$ cat config.mk
export PLATFORM = sky130hd
export DESIGN_NAME = phy_interrupt_condition_flags
export DESIGN_NICKNAME = d
export VERILOG_FILES = /design/src/phy_cond_pkg.sv /design/src/parity_check.sv /design/src/phy_interrupt_condition_flags.sv
export VERILOG_INCLUDE_DIRS = /design/src
export SDC_FILE = /design/constraint.sdc
export NUM_CORES = 1
export LEC_CHECK = 0
export BUFFER_PORTS_ARGS = -buffer_cell sky130_fd_sc_hd__buf_4
export CAP_MARGIN = 30
export CORE_MARGIN = 2
export CORE_UTILIZATION = 50
export DETAILED_ROUTE_END_ITERATION = 7
export GPL_TIMING_DRIVEN = 1
export PLACE_DENSITY = 0.86
export SLEW_MARGIN = 25
export SYNTH_ARGS = -nofsm -noshare
export SYNTH_HDL_FRONTEND = slang
export SYNTH_HIERARCHICAL = 1
export SYNTH_SLANG_ARGS = --single-unit
export TNS_END_PERCENT = 1
$ cat constraint.sdc
create_clock -name ref_clk -period 1.45 [get_ports ref_clk]
set_clock_uncertainty 0.2 [all_clocks]
set_input_delay 0.145 -clock ref_clk [delete_from_list [all_inputs] [get_ports ref_clk]]
set_output_delay 0.145 -clock ref_clk [all_outputs]
set_load 0.05 [all_outputs]
$ cat src/phy_cond_defines.svh
// defines for the condition flag block: offsets, bit positions, resets
// assumes a byte-wide control bus with a 5-bit register address
`ifndef PHY_COND_DEFINES_SVH
`define PHY_COND_DEFINES_SVH

// register offsets on the control bus
`define CFR_ADDR 5'h02
`define CMR_ADDR 5'h03
// read-only registers whose writes are rejected
`define RO_RSR_ADDR 5'h08
`define RO_NCR_ADDR 5'h07
`define RO_NPCR_ADDR 5'h10
`define RO_SCR_ADDR 5'h13
`define RO_SPCR_ADDR 5'h14
`define RO_LECR_ADDR 5'h16
`define RO_IDR_ADDR 5'h18
`define RO_IJCR_ADDR 5'h19

// condition flag bit positions
`define BIT_TXPAR 0
`define BIT_CBPAR 1
`define BIT_REJECT 2
`define BIT_EXT_LO 3
`define NUM_EXT 5
`define BIT_SENSE 7

// reset values
`define CFR_RESET 8'h00
`define CMR_RESET 8'h00
`define RDATA_RESET 8'h00

// parity sense: 1 selects odd parity
`define PAR_ODD 1'b1

`endif

$ cat src/phy_cond_pkg.sv
// types shared by the condition flag block
// assumes phy_cond_defines.svh for the numbers
package phy_cond_pkg;

  // all state of the flag block in one record
  typedef struct packed {
    logic [7:0] flags;  // condition flag register
    logic [7:0] mask;   // condition mask register
    logic [7:0] rdata;  // last read data
    logic int_n;        // registered interrupt, active low
  } cond_state_s;

endpackage

$ cat src/parity_check.sv
// parity checker for a data word plus its parity line
// assumes data and parity are sampled together on the same edge
`timescale 1ns/1ps
module parity_check #(
  parameter int WIDTH = 8
) (
  input wire logic [WIDTH-1:0] data, // word under check
  input wire logic parity,           // parity line for the word
  input wire logic odd,              // 1 selects odd parity
  output logic error                 // high when parity is wrong
);

  // xor of all bits plus parity is 1 for a correct odd word
  always_comb begin
    error = ((^data) ^ parity) != odd;
  end

endmodule // parity_check

$ cat src/phy_interrupt_condition_flags.sv
// condition flag register, its mask and the active-low interrupt output
// assumes control bus strobes and event inputs are synchronous to ref_clk
`timescale 1ns/1ps
`include "phy_cond_defines.svh"
module phy_interrupt_condition_flags
  import phy_cond_pkg::*;
#(
  parameter int DATA_WIDTH = 8
) (
  input wire logic ref_clk,                        // device clock
  input wire logic reset,                          // async, active high
  input wire logic [4:0] cb_addr,                  // register address
  input wire logic [DATA_WIDTH-1:0] mgmt_bus_data, // write data lines
  input wire logic mgmt_bus_parity,                // write parity line
  input wire logic cb_write,                       // one-cycle write strobe
  input wire logic cb_read,                        // one-cycle read strobe
  output logic [DATA_WIDTH-1:0] cb_rdata,          // read data, registered
  input wire logic tx_request_parity_enable,       // from transmit state reg
  input wire logic tx_word_valid,                  // word enters transmitter
  input wire logic [DATA_WIDTH-1:0] tx_word_data,  // request word
  input wire logic tx_word_parity,                 // request word parity
  input wire logic flag_bit3,                      // event for bit 3
  input wire logic link_error_flag,                // link error event
  input wire logic receive_cond_a_flag,            // receive cond a event
  input wire logic receive_cond_b_flag,            // receive cond b event
  input wire logic user_sense_flag,                // user sense event
  output logic int_n                               // interrupt, active low
);

  cond_state_s st;
  cond_state_s next_st;
  logic tx_perr;
  logic cb_perr;
  logic ro_hit;
  logic good_wr;
  logic [7:0] set_vec;
  logic [7:0] clr_vec;
  logic [`NUM_EXT-1:0] ext_ev;

  // parity of request words; the source bus does not matter
  parity_check #(.WIDTH(DATA_WIDTH)) u_tx_par (
    .data(tx_word_data),
    .parity(tx_word_parity),
    .odd(`PAR_ODD),
    .error(tx_perr)
  );

  // parity of control bus write data
  parity_check #(.WIDTH(DATA_WIDTH)) u_cb_par (
    .data(mgmt_bus_data),
    .parity(mgmt_bus_parity),
    .odd(`PAR_ODD),
    .error(cb_perr)
  );

  // decode of the read-only registers
  always_comb begin
    unique case (cb_addr)
      `RO_RSR_ADDR,
      `RO_NCR_ADDR,
      `RO_NPCR_ADDR,
      `RO_SCR_ADDR,
      `RO_SPCR_ADDR,
      `RO_LECR_ADDR,
      `RO_IDR_ADDR,
      `RO_IJCR_ADDR: ro_hit = 1'b1;
      default: ro_hit = 1'b0;
    endcase
  end

  // a write with bad parity is discarded
  assign good_wr = cb_write && !cb_perr;

  // external events gathered into the upper flag bits
  assign ext_ev = {user_sense_flag, receive_cond_b_flag,
                   receive_cond_a_flag, link_error_flag, flag_bit3};

  // per-bit set and clear terms
  genvar gi;
  generate
    for (gi = 0; gi < 8; gi++) begin : g_bit
      if (gi == `BIT_TXPAR) begin : g_tx
        // only words that enter the transmitter are checked
        assign set_vec[gi] = tx_request_parity_enable && tx_word_valid &&
                             tx_perr;
      end else if (gi == `BIT_CBPAR) begin : g_cb
        assign set_vec[gi] = cb_write && cb_perr;
      end else if (gi == `BIT_REJECT) begin : g_rej
        assign set_vec[gi] = cb_write && ro_hit;
      end else begin : g_ext
        assign set_vec[gi] = ext_ev[gi-`BIT_EXT_LO];
      end
      // writing a one clears the flag
      assign clr_vec[gi] = good_wr && (cb_addr == `CFR_ADDR) &&
                           mgmt_bus_data[gi];
    end
  endgenerate

  // next state
  always_comb begin
    next_st = st;
    // sticky flags, set beats clear
    next_st.flags = (st.flags & ~clr_vec) | set_vec;
    if (good_wr && cb_addr == `CMR_ADDR) begin
      next_st.mask = mgmt_bus_data;
    end
    if (cb_read) begin
      unique case (cb_addr)
        `CFR_ADDR: next_st.rdata = st.flags;
        `CMR_ADDR: next_st.rdata = st.mask;
        default: next_st.rdata = 8'h00;
      endcase
    end
    // interrupt while any enabled flag is set
    next_st.int_n = !(|(st.flags & st.mask));
  end

  // state register
  always_ff @(posedge ref_clk or posedge reset) begin
    if (reset) begin
      st.flags <= `CFR_RESET;
      st.mask <= `CMR_RESET;
      st.rdata <= `RDATA_RESET;
      st.int_n <= 1'b1;
    end else begin
      st <= next_st;
    end
  end

  assign cb_rdata = st.rdata;
  assign int_n = st.int_n;

  // checks on the flag logic
  chk_irq_asserts: assert property (
    @(posedge ref_clk) disable iff (reset)
    (|(st.flags & st.mask)) |=> !int_n)
    else $error("interrupt not driven for enabled flag");

  chk_irq_quiet: assert property (
    @(posedge ref_clk) disable iff (reset)
    !(|(st.flags & st.mask)) |=> int_n)
    else $error("interrupt driven with no enabled flag");

  chk_txpar_sets: assert property (
    @(posedge ref_clk) disable iff (reset)
    tx_request_parity_enable && tx_word_valid && tx_perr
    |=> st.flags[`BIT_TXPAR])
    else $error("request parity flag not set");

  chk_txpar_gated: assert property (
    @(posedge ref_clk) disable iff (reset)
    !(tx_request_parity_enable && tx_word_valid && tx_perr)
    |=> !$rose(st.flags[`BIT_TXPAR]))
    else $error("request parity flag set without cause");

  chk_cbpar_sets: assert property (
    @(posedge ref_clk) disable iff (reset)
    cb_write && cb_perr |=> st.flags[`BIT_CBPAR])
    else $error("control bus parity flag not set");

  chk_reject_sets: assert property (
    @(posedge ref_clk) disable iff (reset)
    cb_write && ro_hit |=> st.flags[`BIT_REJECT])
    else $error("write reject flag not set");

  chk_reject_quiet: assert property (
    @(posedge ref_clk) disable iff (reset)
    !(cb_write && ro_hit) |=> !$rose(st.flags[`BIT_REJECT]))
    else $error("write reject flag set without cause");

  chk_sense_sets: assert property (
    @(posedge ref_clk) disable iff (reset)
    user_sense_flag |=> st.flags[`BIT_SENSE])
    else $error("user sense flag not set");

  chk_flag_sticky: assert property (
    @(posedge ref_clk) disable iff (reset)
    st.flags[`BIT_EXT_LO] && !clr_vec[`BIT_EXT_LO]
    |=> st.flags[`BIT_EXT_LO])
    else $error("flag dropped without a clear");

  chk_set_wins: assert property (
    @(posedge ref_clk) disable iff (reset)
    clr_vec[`BIT_SENSE] && set_vec[`BIT_SENSE]
    |=> st.flags[`BIT_SENSE])
    else $error("clear won over a new event");

  chk_clear_works: assert property (
    @(posedge ref_clk) disable iff (reset)
    clr_vec[`BIT_REJECT] && !set_vec[`BIT_REJECT]
    |=> !st.flags[`BIT_REJECT])
    else $error("flag not cleared by write");

  chk_mask_write: assert property (
    @(posedge ref_clk) disable iff (reset)
    good_wr && cb_addr == `CMR_ADDR |=> st.mask == $past(mgmt_bus_data))
    else $error("mask write lost");

  chk_mask_kept: assert property (
    @(posedge ref_clk) disable iff (reset)
    cb_write && cb_perr |=> st.mask == $past(st.mask))
    else $error("bad parity write changed the mask");

  chk_cbpar_quiet: assert property (
    @(posedge ref_clk) disable iff (reset)
    !(cb_write && cb_perr) |=> !$rose(st.flags[`BIT_CBPAR]))
    else $error("control bus parity flag set without cause");

  chk_bit3_sets: assert property (
    @(posedge ref_clk) disable iff (reset)
    flag_bit3 |=> st.flags[`BIT_EXT_LO])
    else $error("bit 3 event not recorded");

  chk_rdata_flags: assert property (
    @(posedge ref_clk) disable iff (reset)
    cb_read && cb_addr == `CFR_ADDR |=> cb_rdata == $past(st.flags))
    else $error("flag read returned wrong data");

  // main scenarios
  cov_irq: cover property (@(posedge ref_clk) disable iff (reset)
    $fell(int_n));
  cov_txpar: cover property (@(posedge ref_clk) disable iff (reset)
    set_vec[`BIT_TXPAR]);
  cov_reject: cover property (@(posedge ref_clk) disable iff (reset)
    set_vec[`BIT_REJECT] ##[1:8] clr_vec[`BIT_REJECT]);
  cov_collide: cover property (@(posedge ref_clk) disable iff (reset)
    clr_vec[`BIT_SENSE] && set_vec[`BIT_SENSE]);

endmodule // phy_interrupt_condition_flags

# [After elaboration in Yosys (flattened, before gate mapping)]
# Memory sizes are Yosys's and may differ from the RTL's.
# Index checks and enable logic that the tools add are counted.
[word_totals] register_bits=25 mem_bits_ro=32 input_bits=34 out_inout_bits=9 word_cells=35 n_memories=1
[memory_table] memory="(name not given)" words=32 width=1 rd=1 rd_clocked_by_memory_dff=0 wr=0 line_no="phy_interrupt_condition_flags.sv:58" rtl="unique case (cb_addr)"
[classes] n_eq_ne=2 n_mux=1 bitwise_logic=8 reduce_logical=19
[op_table] op="$and A8 B8 Y8" count=2
[op_table] op="$pmux W8 S2" count=1
[op_table] op="$reduce_xor A8 Y1" count=2
[op_table] op="$logic_and A1 B1 Y1" count=15
[op_table] op="$eq A5 B2 Y1 const B" count=2
[op_table] op="$not A8 Y8" count=1
[op_table] op="$or A8 B8 Y8" count=1
[op_table] op="$reduce_or A8 Y1" count=1
[op_table] op="$not A1 Y1" count=2
[op_table] op="$xor A1 B1 Y1" count=2
[op_table] op="$logic_not A1 Y1" count=1

# [Depth between registers and ports, before layout]
[depth] ltp_word=8 mapped_depth=7 mapped_depth_nobuf=6

# [Modules after synthesis]
# Netlist, hierarchy kept.
[modules_own_cells] module="phy_interrupt_condition_flags" n_inst=1 cells_per_inst=102 area_per_inst_um2=1231.2 seq_area_each_um2=626.9
[modules_own_cells] module="parity_check" n_inst=2 cells_per_inst=8 area_per_inst_um2=91.3 seq_area_each_um2=0.0

# [Least setup slack after synthesis]
# No wires, ideal clock.
[synth_path] kind="in2reg" start="input mgmt_bus_data[7]" end="register st[17] in the netlist's numbering" setup_ns=0.122 arrival_ns=1.539 t_required_ns=1.128 setup_slack_ns=-0.411 cell_stages=7 n_path_buf=1 cell_sequence="xnor2_1 xnor3_1 xnor2_1 and3b_1 clkbuf_1 nand3_1 a32o_1"
[synth_lines] element="from (decl)" line_no="phy_interrupt_condition_flags.sv:13" rtl="input wire logic [DATA_WIDTH-1:0] mgmt_bus_data,"
[synth_lines] element="to (signal assigned)" line_no="phy_interrupt_condition_flags.sv:126" rtl="st <= next_st;"
[synth_lines] element="to (decl)" line_no="phy_interrupt_condition_flags.sv:30" rtl="cond_state_s st;"

# [Worst setup path after layout]
[layout_path] start="input mgmt_bus_data[6]" end="register st[13] in the netlist's numbering"
[layout_via] elab_chain_cells=4
[layout_rtl] element="$reduce_xor A8 Y1" line_no="parity_check.sv:15" rtl="error = ((^data) ^ parity) != odd;"
[layout_rtl] element="$xor A1 B1 Y1" line_no="parity_check.sv:15"
[layout_rtl] element="$logic_and A1 B1 Y1" line_no="phy_interrupt_condition_flags.sv:72" rtl="assign good_wr = cb_write && !cb_perr;"
[layout_rtl] element="$logic_and A1 B1 Y1 (no line)"
# Every way passes these cells.
# A chain may end at the register's enable or synchronous reset.

==> metrics.txt <==
CP max-delay cell=xnor3_1; core region area=0.002710 mm^2; placed cell area=0.001836 mm^2; first-pass GRT wire length=5775 um; fill count=202; RePlAce Congestion=0.7752; fraction of layout cells with a size suffix above 1=41.76%; Crit path max-delay family=XOR/XNOR gates; min Tclk post-route=1700 ps; Die ar.=0.003269 mm^2; final core utilization=76.45%; HP Class=in2reg; peak supply drop=0.6728 mV; Power Density=870.0 mW/mm^2; final net count=220; Worst Setup End Kind=flip-flop; Final HPWL DP=2437 um; CTS Sinks=25; Reg clk slew, reported paths=130 ps; DRC errors left=0; status=complete, but fails checks; P_leak=0.9784 nW; die height=57.18 um; R2R cell count=2; vias in the first global route=1293; fin. max-slew vios=0; worst path buffer plus inverter count=2; clock latency on the worst-skew pair=310 ps; Worst Path Required=1450 ps; Final TNS setup=-2763 ps; hold_ws=13.38 ps; Worst path depth=7; count of final setup violators=16; r2r setup slk=330 ps; Post-synth EDFFs=0; Top FF cell, synth=dfrtp_1; TritonCTS Buffers=3; # diodes=0; Mapped Cells=118; CTS H-tree lvls=1; #FFs+latches synth=25; Max Cap Viol=0; Hold Fails Final Rpt=0; RSZ-0062 raised after global routing=true; total gr overflow=0; Distinct cells, synth=30; failing checks=setup timing; crit path to=st[13]; Post-Place Worst Slack=-551.0 ps; Port-buffer cells=42; First-pass DRT Iterations=4; r2r startpoint=cb_rdata[5]; initial antenna violation count=0; CP Max Fanout=8; largest net degree at the start of global routing=26; Seq/Total Area, Yosys=44.34%; root buf cell=clkbuf_4; cell chain of the critical path=buf_8 -> xnor2_4 -> xnor3_1 -> xnor2_2 -> and4b_1 -> buf_12 -> mux2_4; Top-Level Pins=43; Via Count=1165; crit path kind=in2reg; area growth from synthesis to layout=46.55%; fin crit share=117.2%; row count=19; Synth Cell Area=0.001414 mm^2; crit-path max cell delay=360 ps; CTS tree=built; DIE WIDTH=57.18 um; Tot GR Track Use=23.40%; reg-to-reg endpoint=cb_rdata[5]; Starting Density=52.17%; Critical Path Start Type=input pin; Avg WL per Cell=16.25 um; setup ws final=-249.5 ps; DR vias/cell=5.469; Starting DRT DRC Count=34; Max clock buf depth=2; final instance area=0.002072 mm^2; fmax=588.4 MHz; critical path arrival=1700 ps; Synth async-reset ratio=100.0%; Syn. warnings=6; mean post-synth cell area=11.98 um^2; crit path launch=mgmt_bus_data[6]; Antenna Violating Nets Remaining=0; routed wire length=3461 um
state kept, by name (all words and copies together) (netlist names):
name,count
cb_rdata,8
st,16
int_n,1
cell usage after synthesis (2+ instances only):
| cell | instances | area, um^2 |
|---|---|---|
| dfrtp_1 | 24 | 600.6 |
| inv_1 | 5 | 18.77 |
| a22oi_1 | 4 | 30.03 |
| a32o_1 | 2 | 20.02 |
| xnor2_1 | 12 | 105.1 |
| and3_1 | 2 | 12.51 |
| clkbuf_1 | 2 | 7.510 |
| a221o_1 | 8 | 80.08 |
| nor2b_1 | 8 | 50.05 |
| buf_6 | 2 | 22.52 |
| buf_4 | 8 | 60.06 |
| mux2_2 | 8 | 90.09 |
| xnor3_1 | 2 | 45.04 |
| nand3_1 | 8 | 40.04 |
| ha_1 | 3 | 37.54 |
| a21o_1 | 5 | 37.54 |
| xnor2_2 | 2 | 32.53 |
tightest hold or removal path, delay by kind of cell:
kind	cells	cell delay, ps
multiplexers	1	130
buffers and inverters	2	220
through the flow:
stage	total power, W	cells
finish	0.001803	213
global route	0.001884	213
CTS	0.001790	212
detailed placement	0.001417	192
global placement	0.001392	192
floorplan	0.001224	119
timing repair:
action	4_1_cts	5_1_grt
hold buffers	15	1
resized for setup	8	0
gates cloned	0	0
endpoints found under the hold margin	39	1
setup endpoints to repair	16	16
pin swaps	4	1
setup buffers	1	0
layer usage:
layer | global-route usage [%] | share of wire [%] | vias up | routed length (um)
met4 | 8.970 | 2.1 | 0 | 74
met3 | 3.855 | 6.9 | 8 | 240
met2 | 43.51 | 52 | 50 | 1793
met1 | 26.63 | 39 | 567 | 1353
li1 | - | - | 540 | -
met5 | 0 | 0 | - | 0
kinds of logic (layout without fill, tap and decap cells):
family	Yosys count	count (layout)	share of synthesized area (%)
compound gates	22	22	13.63
xor+xnor	16	16	12.92
fa+ha+maj	3	3	2.655
buf+inv	18	81	8.053
flops	25	25	44.34
mux	9	9	7.168
other cells	1	2	0.2652
simple gates	24	24	10.97
power by group:
group / switching, W / internal [W] / total (W)
logic: 0.000253 / 0.000381 / 0.000635
registers: 0.0000733 / 0.000790 / 0.000864
clock network: 0.000197 / 0.000107 / 0.000304
placed cells by master, fill, tap and decap left out, types with 2 or more instances in the layout:
master         instances
buf_4                 52
dfrtp_1               24
dlygate4sd3_1         16
xnor2_1                9
mux2_4                 8
nand3_1                8
nor2b_1                8
a221o_1                8
inv_1                  5
a21o_1                 5
a22oi_1                4
ha_1                   3
clkbuf_4               3
xnor2_2                3
a32o_1                 2
and3_1                 2
buf_6                  2
xnor2_4                2
conb_1                 2
xnor3_1                2
worst min path at each step:
stage,cells past startpoint,slack (ps),end,start
final,3,10,st[11],mgmt_bus_data[2]
after global routing,3,10,st[11],mgmt_bus_data[2]
after CTS,3,10,st[11],mgmt_bus_data[2]
after detailed placement,3,30,cb_rdata[5],reset
after global placement,3,10,cb_rdata[4],reset
after floorplan,1,-30,cb_rdata[0],reset
area by class of cell:
class / instances / area [um^2] / area share (%)
multi-input cells: 76 / 753.2 / 36.35
flip-flops and latches: 25 / 626.9 / 30.25
repair buffers: 72 / 608.1 / 29.35
well taps: 31 / 38.79 / 1.872
clock buffers: 4 / 26.28 / 1.268
inverters: 5 / 18.77 / 0.9058
Note: power is estimated with default switching activity, not from simulation.
